--- config.mk ---
export PLATFORM = sky130hd
export DESIGN_NAME = shsc_top
export DESIGN_NICKNAME = d
export VERILOG_FILES = /design/src/verilog/shsc_pkg.sv /design/src/verilog/shsc_wake_if.sv /design/src/verilog/shsc_top.sv /design/src/verilog/shsc_wake.sv
export SDC_FILE = /design/constraint.sdc
export NUM_CORES = 1
export LEC_CHECK = 0
export BUFFER_PORTS_ARGS = -buffer_cell sky130_fd_sc_hd__buf_4
export CORE_ASPECT_RATIO = 0.8
export CORE_UTILIZATION = 50
export DETAILED_ROUTE_END_ITERATION = 8
export PLACE_DENSITY = 0.83
export SLEW_MARGIN = 10
export SYNTH_ARGS = -nofsm -noshare
export SYNTH_HDL_FRONTEND = slang
export SYNTH_HIERARCHICAL = 1
export SYNTH_SLANG_ARGS = --single-unit
--- constraint.sdc ---
create_clock -name ref_clk -period 4.9 [get_ports ref_clk]
set_input_delay 0 -clock ref_clk [delete_from_list [all_inputs] [get_ports ref_clk]]
set_output_delay 0 -clock ref_clk [all_outputs]
set_load 0.05 [all_outputs]
--- src/verilog/shsc_pkg.sv ---
// Package for the subclock HALT standby control block.
// Assumes a 40 MHz reference clock and a 32.768 kHz subsystem clock rate.
package shsc_pkg;
  // Register byte offsets on the APB bus.
  localparam logic [7:0] STBY_CTRL_OFS   = 8'h00;
  localparam logic [7:0] SETTLE_OFS      = 8'h04;
  localparam logic [7:0] RISE_EN_OFS     = 8'h08;
  localparam logic [7:0] FALL_EN_OFS     = 8'h0c;
  localparam logic [7:0] PERIPH_CFG_OFS  = 8'h10;
  localparam logic [7:0] STATUS_OFS      = 8'h14;
  // Standby control fields and codes.
  localparam int         HALT_BIT        = 0;
  localparam int         MAIN_STOP_BIT   = 2;
  localparam int         CLK_SEL_BIT     = 6;
  localparam logic [7:0] STBY_RESET      = 8'h00;
  localparam logic [7:0] HALT_CODE       = 8'h45;
  // Peripheral configuration fields.
  localparam int         CFG_T16_WATCH   = 0;
  localparam int         CFG_WATCH_SUB   = 1;
  localparam int         CFG_T8_LSB      = 2;
  localparam int         NUM_T8          = 6;
  localparam int         CFG_RTP_EXT     = 8;
  localparam int         CFG_SER_EXT     = 9;
  localparam int         CFG_I2C_MODE    = 10;
  localparam int         CFG_W           = 11;
  localparam logic [10:0] CFG_RESET      = 11'h000;
  localparam logic [2:0] SETTLE_RESET    = 3'h0;
  // Timing.
  localparam int         CLK_HZ          = 40000000;
  localparam int         SUB_CLK_HZ      = 32768;
  localparam int         SUB_DIV         = CLK_HZ / SUB_CLK_HZ;
  localparam logic [10:0] SUB_DIV_LAST   = 11'(SUB_DIV - 1);
  localparam int         SETTLE_UNIT     = 256;
  localparam int         SETTLE_W        = 12;
  typedef enum logic [1:0] {SHSC_RUN, SHSC_HALT, SHSC_WAKE} shsc_state_t;
endpackage

--- src/verilog/shsc_wake_if.sv ---
// Interface between the standby controller and its wake detector.
// Assumes all signals are synchronous to ref_clk.
`timescale 1ns/1ps
`default_nettype none
interface shsc_wake_if;
  logic nmi_rise_en;
  logic nmi_fall_en;
  logic nmi_edge;
  logic sub_tick;
  modport ctrl (output nmi_rise_en, output nmi_fall_en, input nmi_edge, input sub_tick);
  modport det  (input nmi_rise_en, input nmi_fall_en, output nmi_edge, output sub_tick);
endinterface
`default_nettype wire

--- src/verilog/shsc_top.sv ---
// Standby controller for subsystem clock operation with HALT mode.
// Assumes an APB master on ref_clk and CPU status inputs synchronous to it.
//
// Summary of operation
// RULE1: Software never clears main-stop and clock-select bits in one write.
// RULE2: Settle wait follows a non-reset STOP release only on main clock.
// RULE3: No settle wait on return from subsystem clock; software times it.
// RULE4: Writing 45H in low power state enters HALT.
// RULE5: HALT gates the CPU clock; main oscillator stays off, subclock runs.
// RULE6: Port output latches hold their pre-HALT values during HALT.
// RULE7: 16-bit timer runs in HALT only via subclocked watch timer output.
// RULE8: 8-bit timers run in HALT only from their external inputs.
// RULE9: Watch timer runs in HALT only on the subsystem clock.
// RULE10: Real-time port runs in HALT on external trigger or external timers 1, 2.
// RULE11: Serial runs in HALT only with external clock; I2C mode stops.
// RULE12: Address and muxed address/data lines hold pre-HALT levels in HALT.
// RULE13: An enabled NMI edge ends HALT and restarts the CPU clock.
// RULE14: After NMI release, branch to NMI service if acceptable.
// RULE15: HALT set inside NMI service resumes; pending NMI taken at return.
// RULE16: Unmasked interrupt ends HALT; branch if enabled, else resume.
// RULE17: Reset releases HALT with a normal reset.
// RULE18: Software writes 40H, confirms, then 44H to enter low power.
// RULE19: Software writes 40H, waits settling, then 00H to return.
// RULE20: Clock gate reopens on next subclock tick; detection uses free clock.
//
// Design decisions made here: the address map and the APB slave port.
`timescale 1ns/1ps
`default_nettype none
module shsc_top
  import shsc_pkg::*;
(
  // Clock and reset.
  input  wire logic        ref_clk,
  input  wire logic        rst_n,
  // APB slave.
  input  wire logic        psel,
  input  wire logic        penable,
  input  wire logic        pwrite,
  input  wire logic [7:0]  paddr,
  input  wire logic [31:0] pwdata,
  output logic [31:0]      prdata,
  output logic             pready,
  output logic             pslverr,
  // CPU and interrupt status.
  input  wire logic        nmi_pin,
  input  wire logic        irq_req,
  input  wire logic        ie_flag,
  input  wire logic        nmi_in_service,
  input  wire logic        return_from_interrupt_instr_pulse,
  input  wire logic        stop_release,
  // Values the CPU drives while running.
  input  wire logic [7:0]  port_latch_in,
  input  wire logic [7:0]  muxed_addr_data_in,
  input  wire logic [19:0] address_in,
  // Clock control.
  output logic             cpu_clk_en,
  output logic             main_osc_en,
  output logic             sys_clk_sub,
  output logic             osc_settling,
  // Wake results.
  output logic             nmi_branch,
  output logic             irq_branch,
  output logic             resume_next,
  // Pins held during HALT.
  output logic [7:0]       port_out,
  output logic [7:0]       muxed_addr_data_lines,
  output logic [19:0]      address_lines,
  // Peripheral run enables.
  output logic             timer16_run,
  output logic [5:0]       timer8_run,
  output logic             watch_run,
  output logic             rtp_run,
  output logic             serial_run,
  output logic             i2c_run
);
  shsc_wake_if wk ();

  shsc_state_t       state_reg;
  logic [7:0]        standby_control_reg;
  logic [2:0]        osc_settle_time_reg;
  logic              rising_edge_enable_reg;
  logic              falling_edge_enable_reg;
  logic [CFG_W-1:0]  cfg_reg;
  logic              wake_nmi_reg;
  logic              nmi_deferred_reg;
  logic              bad_switch_reg;
  logic [SETTLE_W-1:0] settle_cnt_reg;
  logic [10:0]       wake_cnt_reg;
  logic              acc;
  logic              wr_en;
  logic              low_power;
  logic              halt_entry;
  logic              wake_now;
  logic              halted;
  logic [31:0]       rd_next;
  logic              hit;

  shsc_wake u_wake (
    .ref_clk (ref_clk),
    .rst_n   (rst_n),
    .nmi_pin (nmi_pin),
    .wk      (wk)
  );

  assign wk.nmi_rise_en = rising_edge_enable_reg;
  assign wk.nmi_fall_en = falling_edge_enable_reg;

  assign acc        = psel && penable && !pready;
  assign wr_en      = psel && penable && pready && pwrite;
  assign low_power  = standby_control_reg[MAIN_STOP_BIT] && standby_control_reg[CLK_SEL_BIT];
  assign halt_entry = wr_en && (paddr == STBY_CTRL_OFS) && (pwdata[7:0] == HALT_CODE) && low_power;
  assign halted     = (state_reg != SHSC_RUN);
  assign wake_now   = (state_reg == SHSC_HALT) && (wk.nmi_edge || irq_req);

  // Read mux.
  always_comb
  begin
    rd_next = 32'h0000_0000;
    hit     = 1'b1;
    case (paddr)
      STBY_CTRL_OFS:  rd_next[7:0] = standby_control_reg;
      SETTLE_OFS:     rd_next[2:0] = osc_settle_time_reg;
      RISE_EN_OFS:    rd_next[0] = rising_edge_enable_reg;
      FALL_EN_OFS:    rd_next[0] = falling_edge_enable_reg;
      PERIPH_CFG_OFS: rd_next[CFG_W-1:0] = cfg_reg;
      STATUS_OFS:     rd_next[4:0] = {bad_switch_reg, nmi_deferred_reg, osc_settling, halted, low_power};
      default:        hit = 1'b0;
    endcase
  end

  // APB answer one cycle into the access phase.
  always_ff @(posedge ref_clk)
  begin
    if (!rst_n)
    begin
      pready  <= 1'b0;
      prdata  <= 32'h0000_0000;
      pslverr <= 1'b0;
    end
    else
    begin
      pready  <= acc;
      prdata  <= (acc && !pwrite) ? rd_next : 32'h0000_0000;
      pslverr <= acc && !hit;
    end
  end

  // Configuration registers.
  always_ff @(posedge ref_clk)
  begin
    if (!rst_n)
    begin
      osc_settle_time_reg     <= SETTLE_RESET;
      rising_edge_enable_reg  <= 1'b0;
      falling_edge_enable_reg <= 1'b0;
      cfg_reg                 <= CFG_RESET;
    end
    else if (wr_en)
    begin
      case (paddr)
        SETTLE_OFS:     osc_settle_time_reg <= pwdata[2:0];
        RISE_EN_OFS:    rising_edge_enable_reg <= pwdata[0];
        FALL_EN_OFS:    falling_edge_enable_reg <= pwdata[0];
        PERIPH_CFG_OFS: cfg_reg <= pwdata[CFG_W-1:0];
        default:        ;
      endcase
    end
  end

  // Standby control and the illegal simultaneous clear flag.
  always_ff @(posedge ref_clk)
  begin
    if (!rst_n)
    begin
      standby_control_reg <= STBY_RESET; // RULE17
      bad_switch_reg      <= 1'b0;
    end
    else
    begin
      if (wr_en && (paddr == STBY_CTRL_OFS))
      begin
        standby_control_reg <= pwdata[7:0];
        standby_control_reg[HALT_BIT] <= halt_entry; // RULE4
        if (low_power && !pwdata[MAIN_STOP_BIT] && !pwdata[CLK_SEL_BIT])
        begin
          bad_switch_reg <= 1'b1; // RULE1
        end
      end
      else if (wr_en && (paddr == STATUS_OFS))
      begin
        bad_switch_reg <= 1'b0;
      end
      if (state_reg == SHSC_WAKE && wk.sub_tick)
      begin
        standby_control_reg[HALT_BIT] <= 1'b0;
      end
    end
  end

  // HALT state machine on the free clock.
  always_ff @(posedge ref_clk)
  begin
    if (!rst_n)
    begin
      state_reg    <= SHSC_RUN; // RULE17
      wake_nmi_reg <= 1'b0;
      cpu_clk_en   <= 1'b1;
    end
    else
    begin
      case (state_reg)
        SHSC_RUN:
        begin
          if (halt_entry)
          begin
            state_reg  <= SHSC_HALT; // RULE4
            cpu_clk_en <= 1'b0; // RULE5
          end
        end
        SHSC_HALT:
        begin
          if (wake_now)
          begin
            state_reg    <= SHSC_WAKE; // RULE13 RULE16 RULE20
            wake_nmi_reg <= wk.nmi_edge;
          end
        end
        SHSC_WAKE:
        begin
          if (wk.sub_tick)
          begin
            state_reg  <= SHSC_RUN;
            cpu_clk_en <= 1'b1; // RULE20
          end
        end
        default: state_reg <= SHSC_RUN;
      endcase
    end
  end

  // Wake outcome pulses and the deferred NMI.
  always_ff @(posedge ref_clk)
  begin
    if (!rst_n)
    begin
      nmi_branch       <= 1'b0;
      irq_branch       <= 1'b0;
      resume_next      <= 1'b0;
      nmi_deferred_reg <= 1'b0;
    end
    else
    begin
      nmi_branch  <= 1'b0;
      irq_branch  <= 1'b0;
      resume_next <= 1'b0;
      if (state_reg == SHSC_WAKE && wk.sub_tick)
      begin
        if (wake_nmi_reg && !nmi_in_service)
        begin
          nmi_branch <= 1'b1; // RULE14
        end
        else if (wake_nmi_reg)
        begin
          resume_next      <= 1'b1; // RULE15
          nmi_deferred_reg <= 1'b1;
        end
        else if (ie_flag)
        begin
          irq_branch <= 1'b1; // RULE16
        end
        else
        begin
          resume_next <= 1'b1; // RULE16
        end
      end
      else if (nmi_deferred_reg && return_from_interrupt_instr_pulse)
      begin
        nmi_branch       <= 1'b1; // RULE15
        nmi_deferred_reg <= 1'b0;
      end
    end
  end

  // Oscillator control and settle counter.
  always_ff @(posedge ref_clk)
  begin
    if (!rst_n)
    begin
      main_osc_en    <= 1'b1;
      sys_clk_sub    <= 1'b0;
      osc_settling   <= 1'b0;
      settle_cnt_reg <= '0;
    end
    else
    begin
      main_osc_en <= !standby_control_reg[MAIN_STOP_BIT]; // RULE5
      sys_clk_sub <= standby_control_reg[CLK_SEL_BIT];
      if (stop_release && !standby_control_reg[CLK_SEL_BIT]) // RULE3
      begin
        osc_settling   <= 1'b1; // RULE2
        settle_cnt_reg <= SETTLE_W'((32'(osc_settle_time_reg) + 32'd1) * SETTLE_UNIT);
      end
      else if (osc_settling)
      begin
        settle_cnt_reg <= settle_cnt_reg - SETTLE_W'(1);
        osc_settling   <= (settle_cnt_reg != SETTLE_W'(1));
      end
    end
  end

  // Pin values follow the CPU while running and hold while halted.
  always_ff @(posedge ref_clk)
  begin
    if (!rst_n)
    begin
      port_out              <= 8'h00;
      muxed_addr_data_lines <= 8'h00;
      address_lines         <= 20'h00000;
    end
    else if (!halted && !halt_entry)
    begin
      port_out              <= port_latch_in; // RULE6
      muxed_addr_data_lines <= muxed_addr_data_in; // RULE12
      address_lines         <= address_in; // RULE12
    end
  end

  // Peripheral run enables.
  genvar gi;
  generate
    for (gi = 0; gi < NUM_T8; gi++)
    begin : g_t8
      always_ff @(posedge ref_clk)
      begin
        if (!rst_n)
        begin
          timer8_run[gi] <= 1'b1;
        end
        else
        begin
          timer8_run[gi] <= !halted || cfg_reg[CFG_T8_LSB + gi]; // RULE8
        end
      end
    end
  endgenerate

  always_ff @(posedge ref_clk)
  begin
    if (!rst_n)
    begin
      timer16_run <= 1'b1;
      watch_run   <= 1'b1;
      rtp_run     <= 1'b1;
      serial_run  <= 1'b1;
      i2c_run     <= 1'b1;
    end
    else
    begin
      timer16_run <= !halted || (cfg_reg[CFG_T16_WATCH] && cfg_reg[CFG_WATCH_SUB]); // RULE7
      watch_run   <= !halted || cfg_reg[CFG_WATCH_SUB]; // RULE9
      rtp_run     <= !halted || cfg_reg[CFG_RTP_EXT] ||
                     (cfg_reg[CFG_T8_LSB] && cfg_reg[CFG_T8_LSB + 1]); // RULE10
      serial_run  <= !halted || (cfg_reg[CFG_SER_EXT] && !cfg_reg[CFG_I2C_MODE]); // RULE11
      i2c_run     <= !halted; // RULE11
    end
  end

  // Counts the cycles spent waiting for the reopening tick.
  always_ff @(posedge ref_clk)
  begin
    if (!rst_n || state_reg != SHSC_WAKE)
    begin
      wake_cnt_reg <= 11'h000;
    end
    else
    begin
      wake_cnt_reg <= wake_cnt_reg + 11'h001;
    end
  end

  // Checks.
  property p_halt_entry;
    @(posedge ref_clk) disable iff (!rst_n)
      halt_entry |=> (state_reg == SHSC_HALT) && !cpu_clk_en;
  endproperty
  a_halt_entry: assert property (p_halt_entry) else $error("halt not entered"); // RULE4

  property p_gate_closed;
    @(posedge ref_clk) disable iff (!rst_n)
      (state_reg == SHSC_HALT) |-> !cpu_clk_en && !main_osc_en;
  endproperty
  a_gate_closed: assert property (p_gate_closed) else $error("cpu clock open in halt"); // RULE5

  property p_port_hold;
    @(posedge ref_clk) disable iff (!rst_n)
      halted ##1 halted |-> $stable(port_out);
  endproperty
  a_port_hold: assert property (p_port_hold) else $error("port latch moved in halt"); // RULE6

  property p_bus_hold;
    @(posedge ref_clk) disable iff (!rst_n)
      halted ##1 halted |-> $stable(address_lines) && $stable(muxed_addr_data_lines);
  endproperty
  a_bus_hold: assert property (p_bus_hold) else $error("bus lines moved in halt"); // RULE12

  property p_nmi_wake;
    @(posedge ref_clk) disable iff (!rst_n)
      (state_reg == SHSC_HALT) && wk.nmi_edge |=> (state_reg == SHSC_WAKE) && !cpu_clk_en;
  endproperty
  a_nmi_wake: assert property (p_nmi_wake) else $error("nmi did not release halt"); // RULE13

  property p_wake_bound;
    @(posedge ref_clk) disable iff (!rst_n)
      (state_reg == SHSC_WAKE) |-> (wake_cnt_reg <= SUB_DIV_LAST);
  endproperty
  a_wake_bound: assert property (p_wake_bound) else $error("gate not reopened within a subclock period"); // RULE20

  property p_wake_outcome;
    @(posedge ref_clk) disable iff (!rst_n)
      (state_reg == SHSC_WAKE) && wk.sub_tick |=> nmi_branch || irq_branch || resume_next;
  endproperty
  a_wake_outcome: assert property (p_wake_outcome) else $error("no outcome after release"); // RULE16

  property p_gate_reopen;
    @(posedge ref_clk) disable iff (!rst_n)
      (state_reg == SHSC_WAKE) && wk.sub_tick |=> cpu_clk_en && !halted;
  endproperty
  a_gate_reopen: assert property (p_gate_reopen) else $error("gate not reopened on tick"); // RULE20

  property p_nmi_branch;
    @(posedge ref_clk) disable iff (!rst_n)
      (state_reg == SHSC_WAKE) && wk.sub_tick && wake_nmi_reg && !nmi_in_service |=> nmi_branch;
  endproperty
  a_nmi_branch: assert property (p_nmi_branch) else $error("no nmi branch"); // RULE14

  property p_nmi_deferred;
    @(posedge ref_clk) disable iff (!rst_n)
      nmi_deferred_reg && return_from_interrupt_instr_pulse |=> nmi_branch && !nmi_deferred_reg;
  endproperty
  a_nmi_deferred: assert property (p_nmi_deferred) else $error("deferred nmi lost"); // RULE15

  property p_irq_wake;
    @(posedge ref_clk) disable iff (!rst_n)
      (state_reg == SHSC_HALT) && irq_req |=> (state_reg == SHSC_WAKE) && !cpu_clk_en;
  endproperty
  a_irq_wake: assert property (p_irq_wake) else $error("irq did not release halt"); // RULE16

  property p_settle;
    @(posedge ref_clk) disable iff (!rst_n)
      stop_release && !standby_control_reg[CLK_SEL_BIT] |=> osc_settling [*8];
  endproperty
  a_settle: assert property (p_settle) else $error("settle wait missing"); // RULE2

  property p_no_settle_on_return;
    @(posedge ref_clk) disable iff (!rst_n)
      !osc_settling && !stop_release |=> !osc_settling;
  endproperty
  a_no_settle_on_return: assert property (p_no_settle_on_return) else $error("settle without stop release"); // RULE3

  property p_t8_stop;
    @(posedge ref_clk) disable iff (!rst_n)
      halted && $stable(cfg_reg) ##1 halted |-> (timer8_run == cfg_reg[CFG_T8_LSB +: NUM_T8]);
  endproperty
  a_t8_stop: assert property (p_t8_stop) else $error("8-bit timer gating wrong"); // RULE8

  c_halt_nmi: cover property (@(posedge ref_clk) disable iff (!rst_n) $rose(cpu_clk_en) && nmi_branch);
  c_halt_irq: cover property (@(posedge ref_clk) disable iff (!rst_n) $rose(cpu_clk_en) && irq_branch);
  c_deferred: cover property (@(posedge ref_clk) disable iff (!rst_n) resume_next && nmi_deferred_reg);
endmodule
`default_nettype wire

--- src/verilog/shsc_wake.sv ---
// NMI edge detector and subsystem clock tick divider.
// Assumes the NMI pin is synchronous to ref_clk; runs on the ungated clock.
`timescale 1ns/1ps
`default_nettype none
module shsc_wake
  import shsc_pkg::*;
(
  // Clock and reset.
  input  wire logic   ref_clk,
  input  wire logic   rst_n,
  // Pin.
  input  wire logic   nmi_pin,
  // Controller side.
  shsc_wake_if.det    wk
);
  logic        nmi_prev_reg;
  logic [10:0] div_reg;

  // Edge detection runs on the free clock so a halted CPU never hides it.
  always_ff @(posedge ref_clk)
  begin
    if (!rst_n)
    begin
      nmi_prev_reg <= nmi_pin;
      wk.nmi_edge  <= 1'b0;
    end
    else
    begin
      nmi_prev_reg <= nmi_pin;
      wk.nmi_edge  <= (wk.nmi_rise_en && nmi_pin && !nmi_prev_reg) ||
                      (wk.nmi_fall_en && !nmi_pin && nmi_prev_reg);
    end
  end

  // One-cycle tick at the subsystem clock rate.
  always_ff @(posedge ref_clk)
  begin
    if (!rst_n)
    begin
      div_reg     <= 11'h000;
      wk.sub_tick <= 1'b0;
    end
    else
    begin
      div_reg     <= (div_reg == SUB_DIV_LAST) ? 11'h000 : div_reg + 11'h001;
      wk.sub_tick <= (div_reg == SUB_DIV_LAST);
    end
  end
endmodule
`default_nettype wire

==> reports/results.txt, run 1 <==
Outcome: completed
TritonCTS clock tree: built
R2R Setup Slk: 2.61 ns
Worst path most repeated cell: buf_4
Vias per cell: 5.591
Worst path required time: 5.21 ns
Clock Skew: 0.008501 ns
First-pass iteration count of the detailed router: 5
RD Place Congestion: 0.8772
Resized Gates After CTS: 0
Synth async-reset ratio: 0
Clock root buffer: clkbuf_16
Crit. End Element: register
Number of global-route vias before repair: 5107
Area grow syn2layout: 42.14%
Crit path setup slack, layout: 2.441 ns
Kind of critical path: in -> reg
Setup TNS: 0 ns
Placed Cells: 805
Final #Nets: 840
Count leader, synth: dfxtp_1
Crit path max-delay cell type: or4_1
Synth Warn #: 6
Core area: 0.009809 mm²
Top-Level Pins: 175
Critical path's largest stage delay: 0.60 ns
Routed WL: 15.32 mm
Critical path startpoint category: input pin
Slew margin rel.: 0.2299
# fillers: 613
Hold_sp: psel
CTS Buf Count: 17
Die Height: 92.56 µm
LEAKAGE: 3.193 nW
Initial antenna violation count: 0
Clk sinks: 122
Synth area leader: dfxtp_1
RSZ-0062 raised after global routing: no
Gr ovfl total: 0
Worst-path maximum fanout: 31
PortBufs: 132
N_diodes: 0
Area after DPL: 0.006060 mm²
Total Power: 2.638 mW
Multi-input logic area: 0.002419 mm²
Post-synth EDFFs: 0
Yosys reg bits: 122
Hold Path Stages: 4
Largest cells by area after synthesis: dfxtp_1, mux2i_1, nand2_1, a21oi_1, buf_4
Max_cap viols: 0
Top cells by count, synth: dfxtp_1, nand2_1, mux2i_1, a21oi_1, nor2_1
R2r endpoint: port_out[4]
Final min period: 2.459 ns
Max reg flops: 20
Syn Std Cell Area: 0.005125 mm²
Row count: 32
Max H-tree Level: 4
Die width: 115.2 µm
Share of cells above drive strength 1: 0.2480
Largest net degree at the start of global routing: 88
Period Utilization, post-route: 0.5018
Clock buffer depth: 2
Overall routing resource usage: 0.2968
Final instance area: 0.007284 mm²
PD cells: 362.2 mW/mm²
Vias: 5021
Register-to-Register Path Depth: 5
Clock latency on the worst-skew pair: 0.42 ns
Crit-path cells: dlygate4sd3_1 > buf_4 > or4b_1 > or4_1 > o21ba_2 > buf_4 > mux2i_1
Slew Viols, Final: 0
Drc violations: 0
Final hold viol count: 0
Total die area: 0.01066 mm²
Starting Density: 0.5224
HPWL after DPL: 8.871 mm
Post-synth top area share: 0.4766
Ys flop type: dfxtp_1
Worst slew pin tran: 1.146 ns
Hold worst-path end: prdata[4]
FF/Latch Area: 0.002442 mm²
Post-synthesis sequential area ratio: 0.4766
Reg2Reg Launch Point: pready
Fin cells: 898
Max frequency: 406.7 MHz
DR iter-0 viols: 560
Peak supply drop: 247.4 µV
First-pass GRT wire length: 24.32 mm
CP arrival: 2.77 ns
Clk slew on worst S/H paths: 0.05 ns
Hold Crit Class: in -> reg
Mapped Cells: 570
Syn Area/Cell: 8.991 µm²
Final ANT Viol Nets: 0
Netlist cell types: 57
Routed wire per std cell: 17.06 µm
Pre-CTS setup slack: 2.602 ns
Setup Viol. Count Final: 0
-- what timing repair did --
item / in CTS / in global routing
hold endpoints to repair: 76 / 0
hold buffers: 61 / 0
buffers inserted: 0 / 0
endpoints found under the setup margin: 0 / 0
-- cell type report --
class                           count  area share
Sequential cell                   122      0.3353
Multi-Input combinational cell    406      0.3320
Timing Repair Buffer              194      0.2209
Clock buffer                       21     0.06458
Tap cell                          136     0.02336
Clock inverter                     11     0.01975
Inverter                            8    0.004122
-- metal layers --
layer,vias to the layer above,part of all wire,global-route usage
met2,304,0.48,0.4995
met4,0,0.039,0.1623
met3,73,0.095,0.09751
li1,2291,-,-
met5,-,0,0
met1,2353,0.38,0.3309
-- per-stage QoR --
stage / util / hold slack [ns]
3_5_place_dp: 0.6177 / 0.1262
6_report: 0.7426 / 0.1046
5_1_grt: 0.7426 / 0.1293
3_3_place_gp: 0.6177 / 0.1236
2_1_floorplan: - / 0.02772
4_1_cts: 0.7426 / 0.07785
-- cells by family after synthesis --
kind of cell,synth area share
adder cells (fa/ha/maj),0.009766
multiplexers,0.08887
flip-flops,0.4766
XOR/XNOR,0.02564
buffers and inverters,0.06714
AO/OA/AOI/OAI,0.1108
AND/OR/NAND/NOR,0.2205
other,0.0007317
-- cells in the final DEF (no fill, tap or decap), drive strengths merged, types with 26 or more instances in the layout --
cell type | synthesis | routed
dlygate4sd3 | 0 | 61
dfxtp | 122 | 122
nand2 | 93 | 93
o21ai | 30 | 30
mux2i | 41 | 41
a21oi | 34 | 34
nand3 | 26 | 26
buf | 28 | 133
nor2 | 34 | 34
-- how the worst max path moves through the flow --
stage / from / endpoint / slack (ns) / cells past startpoint
finish: pwdata[3] / port_out[4] / 2.44 / 7
detailed placement: rst_n / resume_next / 2.60 / 3
global route: pwdata[3] / port_out[4] / 2.41 / 7
CTS: pwdata[3] / muxed_addr_data_lines[5] / 2.60 / 7
floorplan: osc_settling / settle_cnt_reg[7] / 2.65 / 6
global placement: rst_n / settle_cnt_reg[8] / 2.69 / 4
-- critical path, delay by kind of cell --
| kind | cells | cell delay (ns) |
|---|---|---|
| AOI/OAI and AO/OA | 1 | 0.33 |
| buffers and inverters | 3 | 1.03 |
| muxes | 1 | 0.30 |
| and+or+nand+nor | 2 | 1.10 |
-- power breakdown --
part / switching, mW / total [mW] / internal (mW) / leakage (nW)
Sequential: 0.0182 / 1.04 / 1.02 / 0.996
Clock: 0.453 / 1.29 / 0.837 / 0.291
Combinational: 0.190 / 0.311 / 0.121 / 1.91
No activity file was read; power rests on OpenSTA's default activity.
==> run 2: changes to the inputs <==
==> constraint.sdc (replaced) <==
create_clock -name ref_clk -period 2.55 [get_ports ref_clk]
set_input_delay 0 -clock ref_clk [delete_from_list [all_inputs] [get_ports ref_clk]]
set_output_delay 0 -clock ref_clk [all_outputs]
set_load 0.05 [all_outputs]
==> run 2 against run 1 <==
Register-to-register slack worse by 2.1 ns. Wire length is 0.31% higher. Worst hold slack worse by 0.079 ns. Die area stayed put. Non-clock buffer count is 5 higher. Global-route usage is 0.10 points lower.
==> reports/results.txt, run 2 (synthesis results as in run 1) <==
WL met1: 5.971 mm
Drc violations: 0
Gate power share: 0.119
Setup TNS: 0 ns
Area grow syn2layout: 42.53%
Clock Skew: 0.005243 ns
Internal Dissipation: 3.776 mW
Overall routing resource usage: 0.2957
Clock root buffer: clkbuf_16
Kind of critical path: in -> reg
Hold worst-path end: osc_settling
LEAKAGE: 3.211 nW
Slew Viols, Final: 0
Most frequent cells in the layout: buf_4, dfxtp_1, nand2_1, dlygate4sd3_1, mux2i_1
Critical path startpoint category: input pin
# fillers: 624
Hold Path Stages: 3
Max Used Layer: met4
Share of cells above drive strength 1: 0.2516
Row count: 32
Hold_sp: stop_release
Hold WS: 0.02513 ns
Final #Nets: 845
PortBufs: 132
Clock buffer depth: 2
Setup Viol. Count Final: 0
Power share of the clock group: 0.488
Top-Level Pins: 175
Total die area: 0.01066 mm²
RSZ-0062 raised after global routing: no
Met3 WL: 1.287 mm
Pre-CTS setup slack: 0.4470 ns
Period Utilization, post-route: 0.9175
Initial antenna violation count: 0
Placed Cells: 811
Outcome: completed
Die width: 115.2 µm
WL met2: 7.506 mm
Worst slew pin tran: 0.9976 ns
Crit. End Element: register
Reg2Reg Launch Point: standby_control_reg[2]
R2R Setup Slk: 0.52 ns
Max frequency: 427.4 MHz
CTS Buf Count: 17
Max_cap viols: 0
Final hold viol count: 0
R2r endpoint: port_out[4]
Routed WL: 15.37 mm
Gr ovfl total: 0
Sequential share of power: 0.393
Vias: 5034
Max reg flops: 20
HPWL after DPL: 9.158 mm
DR iter-0 viols: 427
Largest net degree at the start of global routing: 62
Area after DPL: 0.006100 mm²
Register-to-Register Path Depth: 5
Worst-path maximum fanout: 36
First-pass GRT wire length: 24.14 mm
Switching Share: 0.2559
Number of global-route vias before repair: 4966
Starting Density: 0.5224
Final ANT Viol Nets: 0
Layout Utilization: 0.7446
First-pass iteration count of the detailed router: 6
Switching Power: 1.299 mW
TritonCTS clock tree: built
CP arrival: 2.66 ns
Worst path required time: 2.87 ns
Peak supply drop: 468.5 µV
Slew margin rel.: 0.3288
Commonest non-fill, non-tap cell in the layout: buf_4
PD cells: 694.8 mW/mm²
Final min period: 2.340 ns
Clock latency on the worst-skew pair: 0.42 ns
Resized Gates After CTS: 0
Core area: 0.009809 mm²
Clk sinks: 122
Vias per cell: 5.575
Crit path setup slack, layout: 0.2103 ns
Max H-tree Level: 4
N_diodes: 0
Fin cells: 903
Routed wire per std cell: 17.02 µm
Total Power: 5.075 mW
Hold Crit Class: in -> reg
Clk slew on worst S/H paths: 0.06 ns
Final instance area: 0.007305 mm²
RD Place Congestion: 0.8701
Die Height: 92.56 µm
run 2: changes by cell type in the layout (fill, tap and decap cells not counted), sizes merged:
cell and delta:
dlygate4sd3 -1, buf +6, inv +1, clkinv -1
run 2: area by class of cell:
type / instances / area (µm²) / area share
Clock inverter: 11 / 143.9 / 0.01970
Multi-Input combinational cell: 406 / 2414 / 0.3304
Clock buffer: 21 / 460.4 / 0.06304
Sequential cell: 122 / 2442 / 0.3344
Tap cell: 136 / 170.2 / 0.02330
Timing Repair Buffer: 199 / 1644 / 0.2251
Inverter: 8 / 30.03 / 0.004111
run 2: power groups by stage:
stage / clock network (mW) / registers [mW] / logic, mW
floorplan: 0 / 2.14 / 0.247
global placement: 0 / 2.03 / 0.496
detailed placement: 0 / 2.03 / 0.510
CTS: 2.47 / 1.99 / 0.590
global route: 2.58 / 2.00 / 0.634
finish: 2.48 / 2.00 / 0.604
run 2: routing by layer:
layer  vias to the layer above  global-route usage
met3                        72             0.08442
met5                         -                   0
met2                       299              0.5040
met1                      2359              0.3322
li1                       2304                   -
met4                         0              0.1623
run 2: worst max-delay path by stage:
stage	from	endpoint	cells past startpoint
2_1_floorplan	osc_settling	settle_cnt_reg[7]	6
5_1_grt	pwdata[3]	port_out[4]	7
3_3_place_gp	pwdata[3]	address_lines[18]	6
6_report	pwdata[3]	port_out[4]	7
3_5_place_dp	pwdata[3]	address_lines[16]	6
4_1_cts	pwdata[3]	address_lines[12]	7
run 2: repair_timing:
action,in CTS,in global routing
setup buffers,0,0
hold buffers,60,0
endpoints found under the hold margin,80,0
run 2: worst max-delay path: stages:
cell	delay, ns
dlygate4sd3_1	0.54
buf_4	0.15
or4b_1	0.52
or4_1	0.57
o21ba_2	0.23
buf_4	0.30
mux2i_1	0.33
==> run 3: changes to the inputs <==
--- a/config.mk
+++ b/config.mk
@@ -5,11 +5,12 @@
 export SDC_FILE = /design/constraint.sdc
 export NUM_CORES = 1
 export LEC_CHECK = 0
-export BUFFER_PORTS_ARGS = -buffer_cell sky130_fd_sc_hd__buf_4
+export BUFFER_PORTS_ARGS = -buffer_cell sky130_fd_sc_hd__buf_2
 export CORE_ASPECT_RATIO = 0.8
-export CORE_UTILIZATION = 50
+export CORE_MARGIN = 4
+export CORE_UTILIZATION = 40
 export DETAILED_ROUTE_END_ITERATION = 8
-export PLACE_DENSITY = 0.83
+export PLACE_DENSITY = 0.69
 export SLEW_MARGIN = 10
 export SYNTH_ARGS = -nofsm -noshare
 export SYNTH_HDL_FRONTEND = slang
==> run 3 against run 2 <==
Clock power up 3%. Cell area is 3.6% lower. Global-route usage down 11 points. Non-clock buffer count decreased by 1. Combinational power is 11% lower. Die area is 38% higher. Cell count increased by 3.8%. Register-to-register slack improved by 0.05 ns. Power increased by 0.33%. First-iteration DRC count shrank 35%. Utilization is 17 points lower. Clock skew grew 0.0027 ns.
==> reports/results.txt, run 3 (synthesis results as in run 1) <==
Worst Setup SP: paddr[2]
Area after DPL: 0.005813 mm²
Top delay family on crit path: buffers and inverters
Max reg flops: 20
Gate power share: 0.106
Crit-path cells: dlygate4sd3_1 > buf_2 > or4_4 > or4_4 > o21ba_2 > buf_4 > mux2i_1
Max frequency: 448.2 MHz
Total die area: 0.01470 mm²
Crit. End Element: register
Critical path startpoint category: input pin
Clk sinks: 122
Outcome: completed
Sequential share of power: 0.391
Period Utilization, post-route: 0.8749
Fin cells: 937
Pre-CTS setup slack: 0.4575 ns
Starting Density: 0.4152
Slew margin rel.: 0.4339
Share of cells above drive strength 1: 0.2533
Crit path max-delay cell type: or4_4
Clk slew on worst S/H paths: 0.05 ns
Gr ovfl total: 0
Crit path setup slack, layout: 0.3189 ns
Final instance area: 0.007041 mm²
Clock Skew: 0.007993 ns
Slew Viols, Final: 0
First-pass iteration count of the detailed router: 5
Routed WL: 13.77 mm
Largest net degree at the start of global routing: 83
Worst path depth: 7
Max_cap viols: 0
CP endpoint: address_lines[14]
Register-to-Register Path Depth: 5
CTS Buf Count: 17
Max H-tree Level: 4
Met3 WL: 1.044 mm
Clock latency on the worst-skew pair: 0.41 ns
WL met2: 6.415 mm
PD cells: 723.2 mW/mm²
WL met1: 6.009 mm
Die Height: 109.2 µm
RSZ-0062 raised after global routing: no
DR iter-0 viols: 277
Placed Cells: 846
Final #Nets: 844
Vias per cell: 4.995
R2r endpoint: address_lines[14]
N_diodes: 0
Peak supply drop: 451.9 µV
Most frequent cells in the layout: buf_2, dfxtp_1, nand2_1, dlygate4sd3_1, mux2i_1
Worst-path maximum fanout: 36
Number of global-route vias before repair: 4454
CP arrival: 2.50 ns
R2R Setup Slk: 0.57 ns
Overall routing resource usage: 0.1850
Postcts setup bufs: 0
Buffer and inverter count on the worst path: 3
LEAKAGE: 3.133 nW
Worst slew pin tran: 0.8414 ns
Initial antenna violation count: 0
Setup TNS: 0 ns
Max Used Layer: met4
Total Power: 5.092 mW
Commonest non-fill, non-tap cell in the layout: buf_2
Row count: 36
Final hold viol count: 0
Final min period: 2.231 ns
Power share of the clock group: 0.503
Internal Dissipation: 3.854 mW
PortBufs: 132
Clock root buffer: clkbuf_16
Switching Share: 0.2430
# fillers: 1082
Core area: 0.01234 mm²
Vias: 4680
Critical path's largest stage delay: 0.54 ns
Worst path required time: 2.82 ns
Die width: 134.6 µm
Kind of critical path: in -> reg
Switching Power: 1.237 mW
Drc violations: 0
Final ANT Viol Nets: 0
Reg2Reg Launch Point: standby_control_reg[6]
Top-Level Pins: 175
Setup Viol. Count Final: 0
First-pass GRT wire length: 21.62 mm
Clock buffer depth: 2
TritonCTS clock tree: built
RD Place Congestion: 0.8945
Worst path most repeated cell: or4_4
HPWL after DPL: 9.069 mm
Routed wire per std cell: 14.69 µm
Hold Crit Class: in -> reg
Area grow syn2layout: 37.38%
run 3: cell count changes in the layout (fill, tap and decap cells not counted):
cell / before / now
dlygate4sd3_1: 60 / 59
clkbuf_1: 2 / 1
buf_4: 139 / 7
clkbuf_8: 2 / 3
buf_2: 0 / 132
clkinvlp_4: 4 / 3
bufinv_16: 3 / 4
run 3: worst register-to-register path, cell delays in order, from the launching register on:
cell	delay [ns]
dfxtp_1	0.42
nand2_1	0.15
or4_1	0.49
o21ba_2	0.23
buf_4	0.30
mux2i_1	0.25
run 3: worst min-delay path by stage:
| stage | start | end | slack (ns) | depth (start not counted) |
|---|---|---|---|---|
| floorplan | nmi_pin | u_wake/nmi_prev_reg | 0.03 | 0 |
| global placement | nmi_pin | u_wake/nmi_prev_reg | 0.14 | 1 |
| detailed placement | nmi_pin | u_wake/nmi_prev_reg | 0.14 | 1 |
| CTS | stop_release | settle_cnt_reg[9] | 0.01 | 3 |
| global route | stop_release | osc_settling | 0.05 | 3 |
| finish | stop_release | settle_cnt_reg[9] | 0.03 | 3 |
run 3: stage by stage:
stage / hold WS (ns) / utilization
CTS: 0.009608 / 0.5705
detailed placement: 0.1435 / 0.4710
global placement: 0.1361 / 0.4710
global route: 0.05017 / 0.5705
finish: 0.02679 / 0.5705
floorplan: 0.02772 / -
run 3: cell type report:
cell class / instances / area (µm²) / area share
Timing Repair Buffer: 198 / 1304 / 0.1852
Inverter: 8 / 30.03 / 0.004265
Clock buffer: 21 / 470.5 / 0.06682
Clock inverter: 11 / 166.4 / 0.02364
Multi-Input combinational cell: 406 / 2414 / 0.3428
Tap cell: 171 / 214.0 / 0.03039
Sequential cell: 122 / 2442 / 0.3469
run 3: power groups by stage:
stage                     registers (mW)  clock network, mW  logic (mW)
final                               1.99               2.56       0.539
after global routing                2.00               2.69       0.574
after CTS                           1.99               2.61       0.533
after detailed placement            2.03                  0       0.462
after global placement              2.03                  0       0.452
after floorplan                     2.14                  0       0.247
run 3: metal layers:
| metal | vias to the layer above | GRT usage |
|---|---|---|
| met3 | 31 | 0.05074 |
| met1 | 2151 | 0.2321 |
| met2 | 189 | 0.3016 |
| li1 | 2309 | - |
| met4 | 0 | 0.07922 |
| met5 | - | 0 |
run 3: what timing repair did:
item	4_1_cts	5_1_grt
hold buffers	59	0
hold endpoints to repair	74	0
gates resized for setup	0	0
